**config.mk**
```make
export PLATFORM = sky130hd
export DESIGN_NAME = csr_top
export DESIGN_NICKNAME = d
export VERILOG_FILES = /design/src/hdl/csr_pkg.sv /design/src/hdl/csr_gpio_sync.sv /design/src/hdl/csr_scan_pick.sv /design/src/hdl/csr_top.sv
export VERILOG_INCLUDE_DIRS = /design/src /design/src/hdl
export SDC_FILE = /design/constraint.sdc
export NUM_CORES = 1
export LEC_CHECK = 0
export BUFFER_PORTS_ARGS = -buffer_cell sky130_fd_sc_hd__clkbuf_2
export CAP_MARGIN = 20
export CORE_MARGIN = 2
export CORE_UTILIZATION = 54
export DETAILED_ROUTE_END_ITERATION = 7
export PLACE_DENSITY = 0.73
export SLEW_MARGIN = 20
export SYNTH_ARGS = -nofsm -noshare
export SYNTH_HDL_FRONTEND = slang
export SYNTH_SLANG_ARGS = --single-unit
```
**constraint.sdc**
```tcl
create_clock -name sys_clk -period 7.16 [get_ports sys_clk]
set_input_delay 0.358 -clock sys_clk [delete_from_list [all_inputs] [get_ports sys_clk]]
set_output_delay 0.358 -clock sys_clk [all_outputs]
set_load 0.02 [all_outputs]
```
**src/hdl/csr_map.svh**
```systemverilog
// Register offsets, field positions and reset values of the channel sequencer registers.
`ifndef CSR_MAP_SVH
`define CSR_MAP_SVH

// ----------------------------------------------------------------------------
// Register offsets
// ----------------------------------------------------------------------------
`define CSR_ADDR_GPIN   8'h0D
`define CSR_ADDR_SCFG   8'h10
`define CSR_ADDR_MPICK  8'h11
`define CSR_ADDR_AMASK  8'h12

// ----------------------------------------------------------------------------
// Field positions
// ----------------------------------------------------------------------------
`define CSR_SCFG_GO_BIT    4
`define CSR_SCFG_MODE_MSB  1
`define CSR_SCFG_MODE_LSB  0
`define CSR_MPICK_ID_MSB   3
`define CSR_MPICK_ID_LSB   0
`define CSR_MPICK_RSV_BIT  3

// ----------------------------------------------------------------------------
// Reset values and scan step
// ----------------------------------------------------------------------------
`define CSR_RST_BYTE   8'h00
`define CSR_RST_MODE   2'h0
`define CSR_RST_ID     4'h0
`define CSR_RST_CHAN   3'h0
`define CSR_CHAN_STEP  3'h1

`endif

```
**src/hdl/csr_pkg.sv**
```systemverilog
// Types shared by the channel sequencer register files.
package csr_pkg;

    // Scan mode codes as held in the scan configuration register.
    typedef enum logic [1:0] {
        CSR_MODE_MANUAL = 2'h0,
        CSR_MODE_AUTO   = 2'h1,
        CSR_MODE_OTF    = 2'h2,
        CSR_MODE_RSVD   = 2'h3
    } csr_mode_e;

    // Conversion launcher states, one-hot.
    typedef enum logic [1:0] {
        CSR_ST_IDLE = 2'b01,
        CSR_ST_BUSY = 2'b10
    } csr_state_e;

    // Whole state of the register block.
    typedef struct packed {
        csr_state_e st;
        csr_mode_e  mode;
        logic       go;
        logic [3:0] man_id;
        logic [7:0] mask;
        logic [2:0] seq_ch;
        logic [2:0] conv_ch;
        logic       conv_req;
        logic       run;
        logic [7:0] rdata;
        logic       ack;
    } csr_regs_s;

    // State of the pin level synchroniser.
    typedef struct packed {
        logic [7:0] meta;
        logic [7:0] level;
    } csr_sync_s;

endpackage

```
**src/hdl/csr_gpio_sync.sv**
```systemverilog
// Two-stage synchroniser for the eight channel pin levels.
`timescale 1ns/1ps
module csr_gpio_sync (
    input  wire logic       sys_clk,
    input  wire logic       srst,
    input  wire logic [7:0] pins,
    output logic      [7:0] level
);
    `include "csr_map.svh"

    csr_pkg::csr_sync_s q;
    csr_pkg::csr_sync_s d;

    // The first stage feeds only the second, so metastability never spreads.
    always_comb begin
        d       = q;
        d.meta  = pins;
        d.level = q.meta;
    end

    // Both stages clear to zero so the readback starts at zero.
    always_ff @(posedge sys_clk) begin
        if (srst) begin
            q <= {`CSR_RST_BYTE, `CSR_RST_BYTE};
        end else begin
            q <= d;
        end
    end

    assign level = q.level;
endmodule

```
**src/hdl/csr_scan_pick.sv**
```systemverilog
// Finds the first enabled channel at or after a start channel, wrapping upward.
`timescale 1ns/1ps
module csr_scan_pick (
    input  wire logic [7:0] mask,
    input  wire logic [2:0] from,
    output logic            found,
    output logic      [2:0] chan
);

    logic [3:0] hit;

    // Returns {found, channel}; the loop runs down from offset seven, so the nearest channel upward, wrapping past seven, wins.
    function automatic logic [3:0] csr_pick(input logic [7:0] m, input logic [2:0] s);
        logic [3:0] res;
        logic [2:0] idx;
        res = 4'h0;
        for (int i = 7; i >= 0; i--) begin
            idx = s + 3'(i);
            if (m[idx]) begin
                res = {1'b1, idx};
            end
        end
        return res;
    endfunction

    // The search result is held in a net first, since a call cannot be sliced directly.
    assign hit   = csr_pick(mask, from);
    assign found = hit[3];
    assign chan  = hit[2:0];
endmodule

```
**src/hdl/csr_top.sv**
```systemverilog
// Channel sequencer register bank with pin readback and conversion launcher.
`timescale 1ns/1ps

// Behaviour
// - Each input level bit returns the present synchronised level of its channel pin.
// - Input level register is read only and resets to zero.
// - Scan configuration bits 7:5 and 3:2 always read zero.
// - Scan mode field bits 1:0: manual, automatic, on-the-fly, reserved.
// - Sequence go bit starts or stops sequencing, only in automatic mode.
// - Automatic sequencing visits only masked channels in ascending order.
// - Each mask bit includes its channel when one, excludes it when zero.
// - Manual mode converts the channel given by the manual channel id.
// - Manual channel register bits 7:4 read zero; id sits in 3:0.
// - Pin function bit one makes a channel a GPIO, unfit for conversion.
// - Trigger mode zero lets the host start conversions, one starts internally.
module csr_top (
    input  wire logic       sys_clk,
    input  wire logic       srst,
    input  wire logic       reg_wr,
    input  wire logic       reg_rd,
    input  wire logic [7:0] reg_addr,
    input  wire logic [7:0] reg_wdata,
    output logic      [7:0] reg_rdata_q,
    output logic            reg_ack_q,
    input  wire logic [7:0] gpio_pins,
    input  wire logic [7:0] pin_function_sel,
    input  wire logic       conversion_trigger_mode,
    input  wire logic       host_conv_start,
    input  wire logic       conv_done,
    output logic            conv_req_q,
    output logic      [2:0] conv_channel_q,
    output logic      [1:0] scan_mode_q,
    output logic            seq_running_q
);
    `include "csr_map.svh"

    // ------------------------------------------------------------------------
    // Declarations
    // ------------------------------------------------------------------------
    csr_pkg::csr_regs_s q;
    csr_pkg::csr_regs_s d;
    logic [7:0]         input_pin_levels;
    logic [7:0]         eff_mask;
    logic               pick_found;
    logic [2:0]         pick_chan;
    logic               is_manual;
    logic               run_now;
    logic               chan_ok;
    logic [2:0]         launch_ch;
    logic               trig;

    // ------------------------------------------------------------------------
    // Pin readback and channel search
    // ------------------------------------------------------------------------

    // Pins are asynchronous to sys_clk, so they pass two flops first.
    csr_gpio_sync u_sync (
        .sys_clk (sys_clk),
        .srst    (srst),
        .pins    (gpio_pins),
        .level   (input_pin_levels)
    );

    // GPIO channels are dropped from the scan even when the mask enables them.
    assign eff_mask = q.mask & ~pin_function_sel;

    csr_scan_pick u_pick (
        .mask  (eff_mask),
        .from  (q.seq_ch),
        .found (pick_found),
        .chan  (pick_chan)
    );

    // ------------------------------------------------------------------------
    // Launch conditions
    // ------------------------------------------------------------------------

    // Channel choice per mode; on-the-fly and reserved modes launch nothing here.
    always_comb begin
        is_manual = (q.mode == csr_pkg::CSR_MODE_MANUAL);
        run_now   = (q.mode == csr_pkg::CSR_MODE_AUTO) && q.go;
        launch_ch = is_manual ? q.man_id[2:0] : pick_chan;
        chan_ok   = 1'b0;
        if (is_manual) begin
            // A reserved id is refused rather than aliased onto a channel.
            chan_ok = !q.man_id[`CSR_MPICK_RSV_BIT] && !pin_function_sel[launch_ch];
        end else if (run_now) begin
            chan_ok = pick_found;
        end
        trig = conversion_trigger_mode ? 1'b1 : host_conv_start;
    end

    // ------------------------------------------------------------------------
    // Next state
    // ------------------------------------------------------------------------

    // Register writes, reads and the launcher share one next-state copy.
    always_comb begin
        d          = q;
        d.conv_req = 1'b0;
        d.ack      = reg_wr || reg_rd;

        // Only writable fields are stored; reserved positions are never kept.
        if (reg_wr) begin
            unique case (reg_addr)
                `CSR_ADDR_SCFG: begin
                    d.mode = csr_pkg::csr_mode_e'(
                        reg_wdata[`CSR_SCFG_MODE_MSB:`CSR_SCFG_MODE_LSB]);
                    d.go   = reg_wdata[`CSR_SCFG_GO_BIT];
                end
                `CSR_ADDR_MPICK: begin
                    d.man_id = reg_wdata[`CSR_MPICK_ID_MSB:`CSR_MPICK_ID_LSB];
                end
                `CSR_ADDR_AMASK: begin
                    d.mask = reg_wdata;
                end
                default: begin
                    // Input level register and unmapped offsets ignore writes.
                end
            endcase
        end

        // Read data holds until the next read; unmapped offsets return zero.
        if (reg_rd) begin
            unique case (reg_addr)
                `CSR_ADDR_GPIN: begin
                    d.rdata = input_pin_levels;
                end
                `CSR_ADDR_SCFG: begin
                    d.rdata = {3'h0, q.go, 2'h0, q.mode};
                end
                `CSR_ADDR_MPICK: begin
                    d.rdata = {4'h0, q.man_id};
                end
                `CSR_ADDR_AMASK: begin
                    d.rdata = q.mask;
                end
                default: begin
                    d.rdata = `CSR_RST_BYTE;
                end
            endcase
        end

        // Stopping or leaving automatic mode restarts the scan at channel zero.
        if (!run_now) begin
            d.seq_ch = `CSR_RST_CHAN;
        end

        // One conversion in flight at a time; the engine ends it with conv_done.
        unique case (q.st)
            csr_pkg::CSR_ST_IDLE: begin
                if (chan_ok && trig) begin
                    d.conv_req = 1'b1;
                    d.conv_ch  = launch_ch;
                    d.st       = csr_pkg::CSR_ST_BUSY;
                end
            end
            csr_pkg::CSR_ST_BUSY: begin
                if (conv_done) begin
                    d.st = csr_pkg::CSR_ST_IDLE;
                    if (run_now) begin
                        d.seq_ch = q.conv_ch + `CSR_CHAN_STEP;
                    end
                end
            end
            default: begin
                d.st = csr_pkg::CSR_ST_IDLE;
            end
        endcase

        d.run = (d.mode == csr_pkg::CSR_MODE_AUTO) && d.go;
    end

    // ------------------------------------------------------------------------
    // State register
    // ------------------------------------------------------------------------

    // Every field but the state, which loads idle, clears to zero, so the block wakes in manual mode, stopped.
    always_ff @(posedge sys_clk) begin
        if (srst) begin
            q.st       <= csr_pkg::CSR_ST_IDLE;
            q.mode     <= csr_pkg::CSR_MODE_MANUAL;
            q.go       <= 1'b0;
            q.man_id   <= `CSR_RST_ID;
            q.mask     <= `CSR_RST_BYTE;
            q.seq_ch   <= `CSR_RST_CHAN;
            q.conv_ch  <= `CSR_RST_CHAN;
            q.conv_req <= 1'b0;
            q.run      <= 1'b0;
            q.rdata    <= `CSR_RST_BYTE;
            q.ack      <= 1'b0;
        end else begin
            q <= d;
        end
    end

    // ------------------------------------------------------------------------
    // Outputs
    // ------------------------------------------------------------------------

    // All outputs are fields of the state register.
    assign reg_rdata_q    = q.rdata;
    assign reg_ack_q      = q.ack;
    assign conv_req_q     = q.conv_req;
    assign conv_channel_q = q.conv_ch;
    assign scan_mode_q    = q.mode;
    assign seq_running_q  = q.run;

    // ------------------------------------------------------------------------
    // Assertions
    // ------------------------------------------------------------------------

    a_gpin_readback: assert property (
        @(posedge sys_clk) disable iff (srst)
        reg_rd && (reg_addr == `CSR_ADDR_GPIN) |=> reg_rdata_q == $past(input_pin_levels))
        else $error("Input level readback differs from the pin levels.");

    a_gpin_reset_zero: assert property (
        @(posedge sys_clk)
        srst ##1 (reg_rd && (reg_addr == `CSR_ADDR_GPIN)) |=> reg_rdata_q == 8'h00)
        else $error("Input level register is not zero right after reset.");

    a_scfg_reserved: assert property (
        @(posedge sys_clk) disable iff (srst)
        reg_rd && (reg_addr == `CSR_ADDR_SCFG) |=>
            (reg_rdata_q[7:5] == 3'h0) && (reg_rdata_q[3:2] == 2'h0))
        else $error("Reserved scan configuration bits read nonzero.");

    a_mode_write: assert property (
        @(posedge sys_clk) disable iff (srst)
        reg_wr && (reg_addr == `CSR_ADDR_SCFG) |=>
            (scan_mode_q == $past(reg_wdata[1:0])) && (q.go == $past(reg_wdata[4])))
        else $error("Scan mode or go bit not stored from the write.");

    a_auto_needs_go: assert property (
        @(posedge sys_clk) disable iff (srst)
        conv_req_q && !$past(is_manual) |-> $past(q.go) && $past(q.mode == csr_pkg::CSR_MODE_AUTO))
        else $error("Automatic launch without the go bit in automatic mode.");

    a_auto_in_mask: assert property (
        @(posedge sys_clk) disable iff (srst)
        d.conv_req && run_now |-> eff_mask[d.conv_ch])
        else $error("Automatic launch on a channel outside the scan mask.");

    a_auto_ascend: assert property (
        @(posedge sys_clk) disable iff (srst)
        q.st == csr_pkg::CSR_ST_BUSY && conv_done && run_now |=> q.seq_ch == $past(q.conv_ch) + 3'h1)
        else $error("Scan did not move to the channel above the last one.");

    a_manual_chan: assert property (
        @(posedge sys_clk) disable iff (srst)
        conv_req_q && $past(is_manual) |-> conv_channel_q == $past(q.man_id[2:0]))
        else $error("Manual launch used a channel other than the manual id.");

    a_mpick_reserved: assert property (
        @(posedge sys_clk) disable iff (srst)
        reg_rd && (reg_addr == `CSR_ADDR_MPICK) |=> reg_rdata_q[7:4] == 4'h0)
        else $error("Reserved manual channel bits read nonzero.");

    a_gpio_not_conv: assert property (
        @(posedge sys_clk) disable iff (srst)
        d.conv_req |-> !pin_function_sel[d.conv_ch])
        else $error("Conversion launched on a channel set up as GPIO.");

    a_host_trigger: assert property (
        @(posedge sys_clk) disable iff (srst)
        conv_req_q && !$past(conversion_trigger_mode) |-> $past(host_conv_start))
        else $error("Host trigger mode launched without a host start.");

    a_empty_mask: assert property (
        @(posedge sys_clk) disable iff (srst)
        (eff_mask == 8'h00) && !is_manual |=> !conv_req_q)
        else $error("Automatic launch with an empty scan mask.");

    a_amask_write: assert property (
        @(posedge sys_clk) disable iff (srst)
        reg_wr && (reg_addr == `CSR_ADDR_AMASK) |=> q.mask == $past(reg_wdata))
        else $error("Scan mask not stored from the write.");

    a_gpin_ro: assert property (
        @(posedge sys_clk) disable iff (srst)
        reg_wr && (reg_addr == `CSR_ADDR_GPIN) |=>
            $stable(q.mask) && $stable(q.man_id) && $stable(q.mode) && $stable(q.go))
        else $error("A write to the input level register changed a stored field.");

    a_stop_rewinds: assert property (
        @(posedge sys_clk) disable iff (srst)
        !run_now |=> q.seq_ch == `CSR_RST_CHAN)
        else $error("Scan pointer not rewound while sequencing is stopped.");

    a_idle_modes: assert property (
        @(posedge sys_clk) disable iff (srst)
        !is_manual && !run_now |=> !conv_req_q)
        else $error("Launch outside manual mode and a running automatic scan.");

    a_manual_rsvd_id: assert property (
        @(posedge sys_clk) disable iff (srst)
        is_manual && q.man_id[`CSR_MPICK_RSV_BIT] |=> !conv_req_q)
        else $error("Manual launch with a reserved channel id.");

    a_req_single: assert property (
        @(posedge sys_clk) disable iff (srst)
        conv_req_q |=> !conv_req_q)
        else $error("Launch pulse lasted longer than one cycle.");

endmodule

```
======== After elaboration in Yosys (flattened, before gate mapping) ========
Cells that the tools add are included.
word-level totals
  output and inout bits ................... 16
  bits in registers ....................... 50
  logic and storage cells ................. 99
operators by class
  order comparisons ....................... 9
  bitwise operators ....................... 3
  add/sub/neg operators ................... 8
  muxes and demuxes ....................... 43
  reductions and logical operators ........ 13
  equal/unequal tests ..................... 10
operators by type and width
  kind                 number
  $lt 3x4->1 const B   9
  $mux 4               9
  $pmux 8 s4           1
  $bmux 1 s3           9
  $eq 8x5->1 const B   3
  $mux 3               6
  $mux 15              1
  $mux 1               13
  $add 3x3->3 const B  4
  $and 8x8->8          1
  $eq 8x4->1 const B   1
  $mux 8               1
  $not 8->8            1
  $reduce_and 2->1     4
  $add 3x1->3 const B  2
  $add 3x2->3 const B  2
  $eq 2x1->1 const B   3
  $logic_and 1x1->1    4
  $mux 2               2
  $ne 2x2->1 const B   2
  $pmux 2 s2           1
  $eq 2x2->1 const B   1
  $logic_not 1->1      2
  $logic_not 2->1      1
  3 further kinds      3

======== Longest topological paths before layout ========
  depth in word-level cells ............... 21
  mapped depth ............................ 15
  gate-level depth less buffers ........... 12

======== Hierarchy ========
From an unflattened synthesis, not the netlist that was laid out.
unflattened totals
  cells, all modules ...................... 355
  area total of the unflattened synthesis .. 3208.1 sq um
modules (own cells, without submodules)
  module         times used  seq. area each (sq um)  area an instance (sq um)  cells each
  csr_top        1           680.7                   1909.3                    236
  csr_scan_pick  1           0.0                     834.6                     86
  csr_gpio_sync  1           320.3                   464.2                     33

======== Worst setup path after synthesis ========
OpenSTA, ideal clock, no wires.
  path type ............................... register -> register
  start ................................... reg q[14] (netlist name)
  end ..................................... reg q (netlist bit conv_channel_q[2])
  setup time .............................. 0.121 ns
  path buffers ............................ 2
  path slack .............................. 3.533 ns
  cell stages (with the launch flop) ...... 14
  required time ........................... 7.039 ns
  period minus slack after synthesis ...... 3.627 ns
  data arrival time ....................... 3.506 ns
  cells stage by stage .................... dfxtp_1 > buf_6 > inv_4 > buf_8 > ha_1 > xnor2_2 > mux4_2 > a2111oi_2 > o32ai_1 > a221oi_2 > a311o_1 > mux2_4 > a211oi_4 > mux2_4
on the way
  cells in the longest elaborated chain, start to end .. 19
  elaborated cells between the ends (all ways) .. 40
  those cells by class .................... add/sub (7); mux (29); reduce/logical (4)
RTL lines
  element                       RTL line             source
  start, declared               csr_top.sv:40        csr_pkg::csr_regs_s q;
  $add 3x3->3                   csr_scan_pick.sv:18  idx = s + 3'(i);
  $bmux 1 s3                    csr_scan_pick.sv:19  if (m[idx]) begin
  $mux 1 (implied by the code)  csr_scan_pick.sv:19
  $mux 4 (7 in a row)           csr_scan_pick.sv:19
  $mux 4 (*)                    csr_scan_pick.sv:19
  $mux 3                        csr_top.sv:82        launch_ch = is_manual ? q.man_id[2:0] : pick_chan;
  $bmux 1 s3                    csr_top.sv:86        chan_ok = !q.man_id[`CSR_MPICK_RSV_BIT] && !pin_function_sel[launch_ch];
  $mux 1 (implied by the code)  csr_top.sv:86
  $logic_not 1->1               csr_top.sv:86
  $logic_and 1x1->1             csr_top.sv:86
  $mux 1                        csr_top.sv:84        if (is_manual) begin
  $logic_and 1x1->1             csr_top.sv:152       if (chan_ok && trig) begin
  $reduce_and 2->1 (no line)    -
Mark *: on every way between the ends. The rest lies on a longest branch, timed or not. The select of a mux whose other input is x is not followed.
A chain may end at the register's enable or synchronous reset.

======== Worst setup path after layout ========
Ends and elaborated chain as after synthesis.

==> reports/metrics.cfg <==
[worst_setup_path]
worstPathRequired_ns=7.37
crit_path_cell_trace=buf_4, inv_4, ha_1, clkinv_1, mux4_2, o221a_1, o221a_1, o211ai_2, nand2_2, mux2i_1, mux2_4, a211oi_4, mux2_4
critPathSlowestCell=ha_1
startpoint=q[14]
crit_buf_inv=3
r2r-end=conv_channel_q[2]
critPathLaunchType=register
critPathMaxStageDelay_ns=0.64
cp_top_family=multiplexers
endpoint_kind=register
worstSetupPathType=reg -> reg
cp.arrival_ns=4.53
critPathMaxFanout=28
r2r_cells=13
r2r-start=q[14]
r2r_slack_ns=2.83

[route]
drc=0
routed_wl_mm=9.27
final_antenna_net_count=0
first_pass_iters=6
num_vias=3136
wl_per_cell_um=18.6
drtIter0Drc=331
viasPerCell=6.31

[finish]
utilization_pct=59.9
drive_gt1_share_pct=26.2
area_delta_synth_final_pct=6.67
n_fill_cell=574
fin_nets=461
instances_no_fill=497
diodes=0

[grt]
grtUsageTotal_pct=25.7
grt_max_degree=51
grt_pass1_wl_mm=14.9
grt_overflow_total=0
antenna_found_initial=0
grt_pass1_vias=2980

[yosys]
yosys-top-cells-area=dfxtp_1, mux2i_1, mux4_2
syn_area_um2=3560
synthCells=387
synthFlopType=dfxtp_1
synth_seq_cells=50
syn_avg_cell_area_um2=9.21
synth_fp_nets=429
yosysUniqueCellTypes=79
synth_edf_count=0
async_flop_share_pct=0
ys.warnings.count=0
synth.top_cell.area_share_pct=28.1
yosysTopAreaCell=dfxtp_1
yosysSeqAreaShare_pct=28.1

[hold_path]
min_path_type=in -> reg
holdPathEnd=u_sync.d[2]
hold_path_depth=2
worstHoldStart=gpio_pins[2]

[sta]
fmax_mhz=231
slew_viol_final=0
rsz0062_at_grt=false
tns_ns=0
finalCritPeriodShare_pct=60.4
worst_pin_slew_ns=0.926
holdWs_ns=0.261
hold_viol_final=0
skew_ns=0.0118
finalCriticalPeriod_ns=4.33
setup_violations=0
timing.slew.headroom_pct=37.7

[floorplanning]
dieWidth_um=85.3
row_count=29
start_util_pct=56.1
core_area_um2=6350
die_area_um2=7270
pin_count=55
die_h_um=85.3

[cts]
clkSlewWorstSetupHoldPaths_ns=0.10
insertion_delay_ns=0.31
cts-root-buf=clkbuf_8
cts_buffer_depth=2
cts_setup_buffers=0
cts_tree=yes
htreeDepth=2
ctsResizeCount=0
clock-sinks=50
numCtsBuffers=5
holdBufCountCts=0

[place]
gp_congestion=0.947
place_hpwl_mm=6.83
port_buffers=54
place_inst=489

[pwr]
power.density_nw_per_um2=134
power_uw=508
leakage_uw=0.00151
irDropWorstVdd_mv=0.106

[run]
drv_cap=0

[status]
status=complete, no violations

cell families (layout without fill, tap and decap cells):
logic type | count (synthesis) | count (layout) | synth area share, %
compound gates | 85 | 85 | 18.6
flops | 50 | 50 | 28.1
fa+ha+maj | 3 | 3 | 1.05
mux | 38 | 38 | 16.3
simple gates | 166 | 166 | 26.6
xor+xnor | 4 | 4 | 1.19
buf+inv | 41 | 74 | 8.14
power breakdown:
group / leakage [µW] / internal, µW / switching (µW)
clock: 0.0000478 / 79.8 / 102
sequential: 0.000407 / 284 / 1.84
combinational: 0.00105 / 17.6 / 22.8
Yosys cell counts (3+ instances only):
library cell and instances:
a211oi_1 6, a21boi_0 3, a21oi_1 28, a222oi_1 4, a22o_1 3, and2_0 3
buf_4 13, buf_6 3, clkbuf_1 10, clkbuf_8 5, dfxtp_1 50, ha_1 3
inv_1 6, mux2_2 4, mux2_4 3, mux2i_1 18, mux4_1 5, mux4_2 8
nand2_1 33, nand2b_1 16, nand3_1 20, nand3b_1 4, nor2_1 29, nor2b_1 26
nor3b_1 4, nor4_1 3, nor4bb_1 3, o21ai_0 9, o221ai_1 4, or2_2 3
worst reg2reg max path, delay by kind of cell, from the launching register on:
family | cells | cell delay [ns]
AOI/OAI and AO/OA | 4 | 1.11
adders and majority gates | 1 | 0.64
buffers and inverters | 3 | 0.89
DFF | 1 | 0.32
muxes | 4 | 1.16
and+or+nand+nor | 1 | 0.12
stage by stage:
stage | worst slack (ns) | area, µm²
after floorplan | 3.53 | 3560
after global placement | 2.99 | 3700
after detailed placement | 2.90 | 3700
after CTS | 2.90 | 3800
after global routing | 2.61 | 3800
final | 2.83 | 3800
layout by cell type (no fill, tap or decap), types with 5 or more instances in the layout:
cell type and count:
clkbuf_2 54, mux2i_1 18, dfxtp_1 50, nand2_1 33, nand3_1 20, mux4_2 8
inv_1 6, nor2_1 29, mux4_1 5, nand2b_1 16, clkbuf_8 6, a211oi_1 6
a21oi_1 28, nor2b_1 26, o21ai_0 9
layer usage:
layer	track usage, %	vias to the layer above	part of all wire, %
met5	0	-	0
met4	6.64	0	0.83
met3	4.09	8	7.5
met2	41.1	138	47
met1	36.3	1515	45
li1	-	1475	-
how the worst max path moves through the flow:
stage          slack, ns  depth (start not counted)           endpoint
6_report            2.83                         13  conv_channel_q[2]
3_3_place_gp        2.99                         13  conv_channel_q[2]
4_1_cts             2.90                         13  conv_channel_q[2]
2_1_floorplan       3.53                         13  conv_channel_q[2]
5_1_grt             2.61                         13  conv_channel_q[2]
3_5_place_dp        2.90                         13  conv_channel_q[2]
area by class of cell:
class,count,area (µm²),share of cell area [%]
multi-input cells,296,2270,59.8
flip-flops and latches,50,1000,26.3
repair buffers,58,300,7.90
well taps,77,96.3,2.53
clock buffers,6,82.6,2.17
inverters,8,32.5,0.856
clock inverters,2,16.3,0.428
registers in the layout, summed over array words and instances (netlist names), 2 cells and up:
name / cells
q: 18
conv_channel_q: 3
u_sync.level: 8
u_sync.d: 8
reg_rdata_q: 8
scan_mode_q: 2
Note: power is estimated with default switching activity, not from simulation.
